$ cat config.mk
export PLATFORM = sky130hd
export DESIGN_NAME = imasb_bank
export DESIGN_NICKNAME = d
export VERILOG_FILES = /design/src/verilog/imasb_pkg.sv /design/src/verilog/imasb_word.sv /design/src/verilog/imasb_bank.sv
export SDC_FILE = /design/constraint.sdc
export NUM_CORES = 1
export LEC_CHECK = 0
export ABC_AREA = 0
export BUFFER_PORTS_ARGS = -buffer_cell sky130_fd_sc_hd__buf_4
export CAP_MARGIN = 5
export CELL_PAD_IN_SITES_DETAIL_PLACEMENT = 1
export CELL_PAD_IN_SITES_GLOBAL_PLACEMENT = 2
export CORE_MARGIN = 1
export CORE_UTILIZATION = 26
export CTS_BUF_LIST = sky130_fd_sc_hd__clkbuf_16
export CTS_CLUSTER_SIZE = 20
export DETAILED_ROUTE_END_ITERATION = 12
export GPL_TIMING_DRIVEN = 0
export PLACE_DENSITY_LB_ADDON = 0.1
export SLEW_MARGIN = 30
export SYNTH_ARGS = -nofsm -noshare
export SYNTH_HDL_FRONTEND = slang
export SYNTH_SLANG_ARGS = --single-unit
export TNS_END_PERCENT = 50
$ cat constraint.sdc
create_clock -name ref_clk -period 4.2 [get_ports ref_clk]
set_clock_uncertainty 0.15 [all_clocks]
set_input_delay 0 -clock ref_clk [delete_from_list [all_inputs] [get_ports ref_clk]]
set_output_delay 0 -clock ref_clk [all_outputs]
set_load 0.1 [all_outputs]
$ cat src/verilog/imasb_pkg.sv
// package of the alarm status bank: map, field positions, reset values
// assumes 16-bit register words addressed by the fieldbus register number
package imasb_pkg;

    localparam int WORD_W = 16;
    localparam int NUM_INST = 2;
    localparam int NUM_WORDS = 7;

    // bank windows of the two module instances
    localparam logic [15:0] BASE_ONE = 16'h3989;
    localparam logic [15:0] BASE_TWO = 16'h4541;
    localparam logic [15:0] BANK_SPAN = 16'h001E;

    // instance one map; instance two sits at the same offset from its base
    localparam logic [15:0] GENERIC_ALARM_ONE_QUALITY = 16'h3993;
    localparam logic [15:0] GENERIC_ALARM_ONE_STATUS = 16'h3994;
    localparam logic [15:0] GENERIC_ALARM_TWO_QUALITY = 16'h3995;
    localparam logic [15:0] GENERIC_ALARM_TWO_STATUS = 16'h3996;
    localparam logic [15:0] CRADLE_ALARM_QUALITY = 16'h3997;
    localparam logic [15:0] CRADLE_DRAWER_ALARM_STATUS = 16'h3998;
    localparam logic [15:0] MOTOR_ALARM_QUALITY = 16'h3999;
    localparam logic [15:0] MOTOR_ALARM_STATUS = 16'h399A;
    localparam logic [15:0] OTHER_APP_ALARM_QUALITY = 16'h399B;
    localparam logic [15:0] OTHER_APP_ALARM_STATUS = 16'h399C;
    localparam logic [15:0] PREDEFINED_INPUT_ALARM_QUALITY = 16'h399D;
    localparam logic [15:0] PREDEFINED_INPUT_ALARM_STATUS = 16'h399E;
    localparam logic [15:0] DISCREPANCY_ALARM_QUALITY = 16'h399F;
    localparam logic [15:0] DISCREPANCY_ALARM_STATUS = 16'h39A0;
    localparam logic [15:0] ALARM_AREA_RESERVED = 16'h39A1;

    localparam logic [15:0] FIRST_PAIR = GENERIC_ALARM_ONE_QUALITY - BASE_ONE;
    localparam logic [15:0] LAST_PAIR = DISCREPANCY_ALARM_STATUS - BASE_ONE;

    // word index inside an instance
    localparam int W_GEN_ONE = 0;
    localparam int W_GEN_TWO = 1;
    localparam int W_CRADLE = 2;
    localparam int W_MOTOR = 3;
    localparam int W_OTHER = 4;
    localparam int W_PREDEF = 5;
    localparam int W_DISC = 6;

    // defined bits of each word, highest index first
    localparam logic [NUM_WORDS-1:0][15:0] WORD_MASK = {
        16'h000F, 16'h03FF, 16'h000B, 16'h0000, 16'h011F, 16'h003F, 16'h3F00
    };

    // field positions
    localparam int GEN_ONE_COUNTER_LSB = 8;
    localparam int GEN_ONE_TEMP_LSB = 11;
    localparam int GEN_TWO_USER_LSB = 0;
    localparam int CRADLE_POS_BIT = 0;
    localparam int CRADLE_OVERDUE_BIT = 1;
    localparam int CRADLE_LIMIT_BIT = 2;
    localparam int CRADLE_LIFE_BIT = 3;
    localparam int CRADLE_NEW_UNIT_BIT = 4;
    localparam int DRAWER_POS_BIT = 8;
    localparam int OTHER_NOT_CLOSED_BIT = 0;
    localparam int OTHER_NOT_OPENED_BIT = 1;
    localparam int OTHER_DUAL_BIT = 3;
    localparam int PREDEF_CONTACT_LSB = 0;
    localparam int PREDEF_PANEL_LSB = 6;
    localparam int DISC_LSB = 0;

    // reset and fill values
    localparam logic [15:0] STATUS_RESET = 16'h0000;
    localparam logic [15:0] QUALITY_RESET = 16'h0000;
    localparam logic [15:0] RESERVED_READ = 16'h0000;

endpackage : imasb_pkg

$ cat src/verilog/imasb_word.sv
// one alarm word with its quality word, sampled every clock
// assumes alarm and validity inputs are synchronous to ref_clk
`timescale 1ns/1ps

module imasb_word
    import imasb_pkg::*;
#(
    parameter logic [15:0] MASK = 16'h0000
) (
    // clock and reset
    input wire logic ref_clk,
    input wire logic rst,
    // live alarm sources and their validity
    input wire logic [15:0] alarm_in,
    input wire logic [15:0] valid_in,
    // stored words
    output logic [15:0] status,
    output logic [15:0] quality
);

    typedef struct packed {
        logic [15:0] status;
        logic [15:0] quality;
    } imasb_word_s;

    imasb_word_s cur;
    imasb_word_s next_cur;

    // reserved bits stay zero and are marked invalid
    always_comb begin
        next_cur = cur;
        next_cur.status = alarm_in & MASK;
        next_cur.quality = valid_in & MASK;
    end

    always_ff @(posedge ref_clk) begin
        if (rst) begin
            cur.status <= STATUS_RESET;
            cur.quality <= QUALITY_RESET;
        end else begin
            cur <= next_cur;
        end
    end

    assign status = cur.status;
    assign quality = cur.quality;

    property p_status_tracks;
        @(posedge ref_clk) disable iff (rst)
        !$past(rst) |-> status == ($past(alarm_in) & MASK);
    endproperty
    a_status_tracks: assert property (p_status_tracks)
        else $error("alarm word did not follow its source");

    property p_quality_tracks;
        @(posedge ref_clk) disable iff (rst)
        !$past(rst) |-> quality == ($past(valid_in) & MASK);
    endproperty
    a_quality_tracks: assert property (p_quality_tracks)
        else $error("quality word did not follow validity");

    property p_reserved_clear;
        @(posedge ref_clk) disable iff (rst)
        ((status | quality) & ~MASK) == 16'h0000;
    endproperty
    a_reserved_clear: assert property (p_reserved_clear)
        else $error("reserved alarm bit set");

endmodule : imasb_word

$ cat src/verilog/imasb_bank.sv
// alarm status bank of two expansion module instances, read by the master
// assumes one register access per clock, inputs synchronous to ref_clk
`timescale 1ns/1ps

module imasb_bank
    import imasb_pkg::*;
(
    // clock and reset
    input wire logic ref_clk,
    input wire logic rst,
    // register access
    input wire logic rd_en,
    input wire logic wr_en,
    input wire logic [15:0] addr,
    input wire logic [15:0] wr_data,
    output logic ack,
    output logic [15:0] rd_data,
    output logic addr_fault,
    output logic write_refused,
    // generic alarms, index is the module instance
    input wire logic [1:0][2:0] counter_overrun,
    input wire logic [1:0][2:0] temp_overrun,
    input wire logic [1:0][5:0] user_input_alarm,
    // cradle and drawer alarms
    input wire logic [1:0] cradle_position_mismatch,
    input wire logic [1:0] removal_overdue,
    input wire logic [1:0] operation_limit,
    input wire logic [1:0] cradle_life_low,
    input wire logic [1:0] new_trip_unit,
    input wire logic [1:0] drawer_position_mismatch,
    // other application alarms
    input wire logic [1:0] contactor_not_closed,
    input wire logic [1:0] contactor_not_opened,
    input wire logic [1:0] dual_setting_mismatch,
    // predefined input contacts
    input wire logic [1:0] earth_leakage_trip_contact,
    input wire logic [1:0] control_voltage_contact,
    input wire logic [1:0] surge_status_contact,
    input wire logic [1:0] surge_failure_contact,
    input wire logic [1:0] switch_position_indication_contact,
    input wire logic [1:0] fuse_blown_contact,
    input wire logic [1:0] emergency_stop,
    input wire logic [1:0] panel_temp_contact,
    input wire logic [1:0] ventilation_contact,
    input wire logic [1:0] door_contact,
    // discrepancy alarms
    input wire logic [1:0] hw_critical,
    input wire logic [1:0] fw_critical,
    input wire logic [1:0] hw_noncritical,
    input wire logic [1:0] fw_noncritical,
    // per-bit validity of every alarm word
    input wire logic [1:0][6:0][15:0] bit_valid
);

    typedef struct packed {
        logic ack;
        logic [15:0] data;
        logic addr_fault;
        logic write_refused;
    } imasb_bank_s;

    imasb_bank_s cur;
    imasb_bank_s next_cur;

    logic [1:0][6:0][15:0] alarm_src;
    logic [1:0][6:0][15:0] status_word;
    logic [1:0][6:0][15:0] quality_word;

    // true when the address falls in the window starting at base
    function automatic logic in_bank(
        input logic [15:0] a,
        input logic [15:0] base
    );
        return (a >= base) && (a < base + BANK_SPAN);
    endfunction : in_bank

    // build the live alarm words of both instances
    always_comb begin
        alarm_src = '0;
        for (int i = 0; i < NUM_INST; i++) begin
            alarm_src[i][W_GEN_ONE][GEN_ONE_COUNTER_LSB +: 3] =
                counter_overrun[i];
            alarm_src[i][W_GEN_ONE][GEN_ONE_TEMP_LSB +: 3] =
                temp_overrun[i];
            alarm_src[i][W_GEN_TWO][GEN_TWO_USER_LSB +: 6] =
                user_input_alarm[i];
            alarm_src[i][W_CRADLE][CRADLE_POS_BIT] =
                cradle_position_mismatch[i];
            alarm_src[i][W_CRADLE][CRADLE_OVERDUE_BIT] =
                removal_overdue[i];
            alarm_src[i][W_CRADLE][CRADLE_LIMIT_BIT] =
                operation_limit[i];
            alarm_src[i][W_CRADLE][CRADLE_LIFE_BIT] =
                cradle_life_low[i];
            alarm_src[i][W_CRADLE][CRADLE_NEW_UNIT_BIT] =
                new_trip_unit[i];
            alarm_src[i][W_CRADLE][DRAWER_POS_BIT] =
                drawer_position_mismatch[i];
            alarm_src[i][W_MOTOR] = 16'h0000;
            alarm_src[i][W_OTHER][OTHER_NOT_CLOSED_BIT] =
                contactor_not_closed[i];
            alarm_src[i][W_OTHER][OTHER_NOT_OPENED_BIT] =
                contactor_not_opened[i];
            alarm_src[i][W_OTHER][OTHER_DUAL_BIT] =
                dual_setting_mismatch[i];
            alarm_src[i][W_PREDEF][PREDEF_CONTACT_LSB +: 6] = {
                fuse_blown_contact[i],
                switch_position_indication_contact[i],
                surge_failure_contact[i],
                surge_status_contact[i],
                control_voltage_contact[i],
                earth_leakage_trip_contact[i]
            };
            alarm_src[i][W_PREDEF][PREDEF_PANEL_LSB +: 4] = {
                door_contact[i],
                ventilation_contact[i],
                panel_temp_contact[i],
                emergency_stop[i]
            };
            alarm_src[i][W_DISC][DISC_LSB +: 4] = {
                fw_noncritical[i],
                hw_noncritical[i],
                fw_critical[i],
                hw_critical[i]
            };
        end
    end

    // one alarm word and quality word per group and instance
    for (genvar gi = 0; gi < NUM_INST; gi++) begin : g_inst
        for (genvar gw = 0; gw < NUM_WORDS; gw++) begin : g_word
            imasb_word #(
                .MASK(WORD_MASK[gw])
            ) u_word (
                .ref_clk(ref_clk),
                .rst(rst),
                .alarm_in(alarm_src[gi][gw]),
                .valid_in(bit_valid[gi][gw]),
                .status(status_word[gi][gw]),
                .quality(quality_word[gi][gw])
            );
        end
    end

    // register access: answer one cycle after the request
    always_comb begin
        logic hit;
        logic inst;
        logic [15:0] rel;
        logic [15:0] pair;
        logic [2:0] widx;
        hit = 1'b0;
        inst = 1'b0;
        rel = 16'h0000;
        pair = 16'h0000;
        widx = 3'h0;
        next_cur = cur;
        next_cur.ack = rd_en | wr_en;
        next_cur.addr_fault = 1'b0;
        next_cur.write_refused = 1'b0;
        if (in_bank(addr, BASE_ONE)) begin
            hit = 1'b1;
            inst = 1'b0;
            rel = addr - BASE_ONE;
        end else if (in_bank(addr, BASE_TWO)) begin
            hit = 1'b1;
            inst = 1'b1;
            rel = addr - BASE_TWO;
        end
        pair = rel - FIRST_PAIR;
        widx = pair[3:1];
        if (wr_en) begin
            // stored words have no write path at all
            next_cur.write_refused = 1'b1;
            next_cur.addr_fault = !hit;
            next_cur.data = RESERVED_READ;
        end else if (rd_en) begin
            if (!hit) begin
                next_cur.addr_fault = 1'b1;
                next_cur.data = RESERVED_READ;
            end else if (rel >= FIRST_PAIR && rel <= LAST_PAIR) begin
                if (pair[0]) begin
                    next_cur.data = status_word[inst][widx];
                end else begin
                    next_cur.data = quality_word[inst][widx];
                end
            end else begin
                next_cur.data = RESERVED_READ;
            end
        end
    end

    always_ff @(posedge ref_clk) begin
        if (rst) begin
            cur.ack <= 1'b0;
            cur.data <= RESERVED_READ;
            cur.addr_fault <= 1'b0;
            cur.write_refused <= 1'b0;
        end else begin
            cur <= next_cur;
        end
    end

    assign ack = cur.ack;
    assign rd_data = cur.data;
    assign addr_fault = cur.addr_fault;
    assign write_refused = cur.write_refused;

    property p_ack_one_cycle;
        @(posedge ref_clk) disable iff (rst)
        (rd_en | wr_en) |=> ack ##1 (ack == $past(rd_en | wr_en));
    endproperty
    a_ack_one_cycle: assert property (p_ack_one_cycle)
        else $error("access not answered in one cycle");

    property p_write_refused;
        @(posedge ref_clk) disable iff (rst)
        wr_en |=> write_refused && rd_data == 16'h0000;
    endproperty
    a_write_refused: assert property (p_write_refused)
        else $error("write to read-only bank not refused");

    property p_write_no_effect;
        @(posedge ref_clk) disable iff (rst)
        wr_en && $stable(alarm_src) && $stable(bit_valid) |=>
            $stable(status_word) && $stable(quality_word);
    endproperty
    a_write_no_effect: assert property (p_write_no_effect)
        else $error("write altered a stored alarm word");

    property p_read_gen_one;
        @(posedge ref_clk) disable iff (rst)
        rd_en && !wr_en && addr == GENERIC_ALARM_ONE_STATUS |=>
            rd_data == $past(status_word[0][W_GEN_ONE]) && ack;
    endproperty
    a_read_gen_one: assert property (p_read_gen_one)
        else $error("generic word one read wrong");

    property p_counter_to_read;
        @(posedge ref_clk) disable iff (rst)
        counter_overrun[0][0] ##1 rd_en && !wr_en &&
            addr == GENERIC_ALARM_ONE_STATUS
            |=> rd_data[GEN_ONE_COUNTER_LSB];
    endproperty
    a_counter_to_read: assert property (p_counter_to_read)
        else $error("counter overrun not seen in read");

    property p_read_quality;
        @(posedge ref_clk) disable iff (rst)
        rd_en && !wr_en && addr == CRADLE_ALARM_QUALITY |=>
            rd_data == $past(quality_word[0][W_CRADLE]);
    endproperty
    a_read_quality: assert property (p_read_quality)
        else $error("quality word read wrong");

    property p_second_inst;
        @(posedge ref_clk) disable iff (rst)
        rd_en && !wr_en &&
            addr == BASE_TWO + (DISCREPANCY_ALARM_STATUS - BASE_ONE) |=>
            rd_data == $past(status_word[1][W_DISC]) && !addr_fault;
    endproperty
    a_second_inst: assert property (p_second_inst)
        else $error("second instance discrepancy word read wrong");

    property p_motor_zero;
        @(posedge ref_clk) disable iff (rst)
        rd_en && !wr_en && addr == MOTOR_ALARM_STATUS |=>
            rd_data == 16'h0000;
    endproperty
    a_motor_zero: assert property (p_motor_zero)
        else $error("motor alarm word not zero");

    property p_bad_addr;
        @(posedge ref_clk) disable iff (rst)
        rd_en && !wr_en && !in_bank(addr, BASE_ONE) &&
            !in_bank(addr, BASE_TWO) |=> addr_fault && rd_data == 16'h0000;
    endproperty
    a_bad_addr: assert property (p_bad_addr)
        else $error("unmapped read not faulted");

    property p_write_fault;
        @(posedge ref_clk) disable iff (rst)
        wr_en && !in_bank(addr, BASE_ONE) && !in_bank(addr, BASE_TWO) |=>
            addr_fault && write_refused && ack;
    endproperty
    a_write_fault: assert property (p_write_fault)
        else $error("unmapped write not faulted");

    property p_idle_quiet;
        @(posedge ref_clk) disable iff (rst)
        !(rd_en || wr_en) |=> !ack && !addr_fault && !write_refused;
    endproperty
    a_idle_quiet: assert property (p_idle_quiet)
        else $error("answer without a request");

    property p_read_hold;
        @(posedge ref_clk) disable iff (rst)
        !(rd_en || wr_en) |=> $stable(rd_data);
    endproperty
    a_read_hold: assert property (p_read_hold)
        else $error("read data changed without a request");

    property p_reserved_read;
        @(posedge ref_clk) disable iff (rst)
        rd_en && !wr_en && addr == ALARM_AREA_RESERVED |=>
            ack && !addr_fault && rd_data == 16'h0000;
    endproperty
    a_reserved_read: assert property (p_reserved_read)
        else $error("reserved area read not zero");

    property p_second_quality;
        @(posedge ref_clk) disable iff (rst)
        rd_en && !wr_en &&
            addr == BASE_TWO + (CRADLE_ALARM_QUALITY - BASE_ONE) |=>
            rd_data == $past(quality_word[1][W_CRADLE]);
    endproperty
    a_second_quality: assert property (p_second_quality)
        else $error("second instance quality word read wrong");

    property p_read_drawer;
        @(posedge ref_clk) disable iff (rst)
        drawer_position_mismatch[0] ##1 rd_en && !wr_en &&
            addr == CRADLE_DRAWER_ALARM_STATUS |=> rd_data[DRAWER_POS_BIT];
    endproperty
    a_read_drawer: assert property (p_read_drawer)
        else $error("drawer mismatch not seen in read");

    property p_read_predef;
        @(posedge ref_clk) disable iff (rst)
        earth_leakage_trip_contact[0] ##1 rd_en && !wr_en &&
            addr == PREDEFINED_INPUT_ALARM_STATUS
            |=> rd_data[PREDEF_CONTACT_LSB];
    endproperty
    a_read_predef: assert property (p_read_predef)
        else $error("earth leakage contact not seen in read");

endmodule : imasb_bank

==> flow_summary.yaml <==
outcome:
  outcome: "finished clean"
synth:
  synth_xor_area_share_pct: 0.6887
  netlist_area_sq_um: 6359
  synth_top_family_by_area: "simple AND/OR/NAND/NOR gates"
  syn-instance-count: 676
  netlist-cell-type-count: 67
  yosys.area_share.adder_pct: 0.5903
  synth_compound_gate_area_share_pct: 16.75
  postSynthRegisterBits: 157
  synthDominantAreaCellType: "dfxtp_1"
  synth_top_area_share_pct: 49.43
  synth_async_sr_flop_share_pct: 0
  yosys.cell_count.top_type: "dfxtp_1"
  synthTopCellsByArea: "dfxtp_1 49%, nor2b_1 14%, nand2_1 3.4%"
  synth_mux_area_share_pct: 4.585
  synth_warnings: 0
  number_of_enable_flip_flop_cells_after_synthesis: 0
  ys.flop_type: "dfxtp_1"
  synth.avg_cell_area_sq_um: 9.406
  synth_top_cells_by_count: "157 x dfxtp_1, 144 x nor2b_1, 58 x nand2_1"
  synth.yosys.seq_area_share_pct: 49.43
  synth_simple_gate_area_share_pct: 23.97
sta:
  setup_viol_count_final: 0
  finalMaxSlewViolations: 0
  count_of_final_hold_check_violations: 0
  max_slew_margin_pct: 35.07
  layout_setup_ws_ns: 0.4340
  fin_worst_hold_slack_ns: 0.06143
  min_period_over_period_pct: 89.67
  timing.fmax_mhz: 265.5
  setup_total_negative_slack_ns: 0
  grt_setup_unrepaired: "false"
  post-route-min-period_ns: 3.766
  worst_pin_slew_ns: 0.9665
route:
  drt-vias-per-instance: 4.614
  wirelength_microns: 26230
  initialDrtViolationCount: 256
  wl_met2_microns: 11890
  topRoutingLayerUsed: "met4"
  antenna_left: 0
  routed_wire_length_per_instance_microns: 19.54
  dr.pass1.iters: 4
  vias: 6192
  route.detailed.drc: 0
  wl_met3_microns: 1414
  met1Wirelength_microns: 12700
clocking:
  cts_root_buffer: "clkbuf_16"
  cts_tree: "yes"
  cts.reportedPaths.clkPinSlew_ns: 0.07
  clock_latency_ns: 0.43
  cts_inserted_buffers: 17
  htreeDepth: 4
  clock_path_buffers: 2
  numClockSinks: 157
setup_path:
  critPathBufInv: 4
  critPathLaunchType: "input pin"
  crit_path_top_delay_cell: "nor3_1"
  rr_startpoint: "g_inst[1].g_word[4].u_word.status[3]"
  timing.reg2reg.setup_slack_ns: 2.09
  max_stage_delay_ns: 0.80
  timing.critical_path.from: "addr[0]"
  reg2reg_to: "rd_data[3]"
  critical_path.endpoint: "rd_data[2]"
  worstPathArrival_ns: 3.91
  worst_r2r_path_depth: 6
  cp_top_family: "buffers and inverters"
  worst_ep_required_time_ns: 4.35
  crit_cells: 13
  critical_path_cell_list: "buf_4, clkbuf_1, clkinv_1, ha_1, clkbuf_1, nor2b_1, o211a_1, nor3_1, mux2_2, a2111oi_0, a31oi_1, o21ai_0, o21ai_0"
  crit_type: "in2reg"
  timing.critical_path.fanout_max: 10
  critical_path.endpoint_type: "register"
global_route:
  grt_pass1_wl_microns: 39250
  grt_use_total_pct: 21.66
  pin_count_of_the_biggest_net_entering_global_routing: 17
  number_of_global_route_vias_before_repair: 6715
  grt_remaining_overflow: 0
  antenna_found_initial: 0
floorplanning:
  io_pins: 349
  starting_utilization_of_the_core_area_pct: 26.77
  floorplan.die_area_sq_um: 25090
  floorplan.die.width_microns: 158.4
  fp-row-count: 56
  core_sq_um: 23750
  die_h_microns: 158.4
power_and_ir_drop:
  vdd_drop_max_uv: 167.3
  net_switching_fraction_of_the_power_pct: 25.18
  cellLeakagePower_nw: 4.125
  comb_power_share_pct: 13.5
  p_int_mw: 2.730
  p_sw_mw: 0.9189
  clock_power_share_pct: 43.1
  finalPower_mw: 3.649
  power.density_nw_per_um2: 361.6
  p_seq_share_pct: 43.4
run:
  max_cap_viol_count: 0
place:
  io_buffers: 171
  gpl.final_weighted_congestion: 0.8158
  place_ws_ns: -0.2754
  dpl.hpwl_microns: 19180
cells_and_area:
  antenna-diode-count: 0
  fin_util_pct: 42.48
  area.growth.synth_to_final_pct: 58.68
  post_route_cells_drive_above_1_share_pct: 22.68
  finalNetCount: 1343
  nFillCells: 2675
worst_hold_path:
  worstHoldPathType: "in2reg"
how the worst min path moves through the flow:
stage	from	end	cells past startpoint
2_1_floorplan	wr_en	ack	2
3_3_place_gp	bit_valid[194]	g_inst[1].g_word[5].u_word.quality[2]	2
3_5_place_dp	bit_valid[194]	g_inst[1].g_word[5].u_word.quality[2]	2
4_1_cts	rst	rd_data[6]	4
5_1_grt	rst	rd_data[5]	4
6_report	rst	rd_data[5]	4
cell families after synthesis:
kind of cell | count (synthesis)
AO/OA/AOI/OAI | 152
XOR/XNOR | 5
adder cells (fa/ha/maj) | 3
buffers and inverters | 58
flip-flops | 157
multiplexers | 28
other | 1
AND/OR/NAND/NOR | 272
worst min-delay path, cell delays in order:
cell      delay, ns
clkbuf_1       0.32
nor3_2         0.14
nand2_1        0.07
o31ai_1        0.06
cells in the final DEF (no fill, tap or decap), types with 17 or more instances in the layout:
cell	instances
a21oi_1	21
clkbuf_1	32
nor3_1	18
dfxtp_1	157
buf_4	174
o21ai_0	29
nand2_1	58
mux2i_1	21
nor2b_1	144
dlygate4sd3_1	142
clkbuf_16	17
a31oi_1	17
flip-flops by register name, summed over array words and instances (netlist names):
| signal | count |
|---|---|
| g_inst.g_word.u_word.status | 70 |
| addr_fault | 1 |
| write_refused | 1 |
| g_inst.g_word.u_word.quality | 70 |
| rd_data | 14 |
| ack | 1 |
stage by stage:
stage                     cell area [sq um]  std cells
after floorplan                        6362        677
after global placement                 8045       1167
after detailed placement               8058       1168
after CTS                             10080       1342
after global routing                  10090       1342
final                                 10090       1342
routing by layer:
| layer | vias up | global-route usage (%) |
|---|---|---|
| met5 | - | 0 |
| met4 | 0 | 5.174 |
| li1 | 3039 | - |
| met2 | 176 | 34.21 |
| met1 | 2961 | 30.28 |
| met3 | 16 | 4.028 |
power groups by stage:
stage | registers, mW | logic [mW] | clock network (mW)
2_1_floorplan | 1.62 | 0.172 | 0
3_3_place_gp | 1.62 | 0.381 | 0
3_5_place_dp | 1.62 | 0.385 | 0
4_1_cts | 1.58 | 0.492 | 1.61
5_1_grt | 1.59 | 0.532 | 1.67
6_report | 1.58 | 0.492 | 1.57
final cells by class:
class	count	area [sq um]	share of cell area, %
buffer	47	210.2	2.083
clock buffer	17	425.4	4.216
clock inverter	15	177.7	1.761
inverter	11	41.29	0.4092
multi-input combinational	462	2980	29.54
sequential	157	3143	31.15
tap	319	399.1	3.956
timing repair buffer	314	2713	26.88
repair_timing:
item | 4_1_cts | 5_1_grt
hold endpoints to repair | 152 | 0
resized for setup | 0 | 3
endpoints found under the setup margin | 0 | 10
buffers inserted | 0 | 0
hold buffers | 142 | 0
Power figures use the tool's default switching activity.
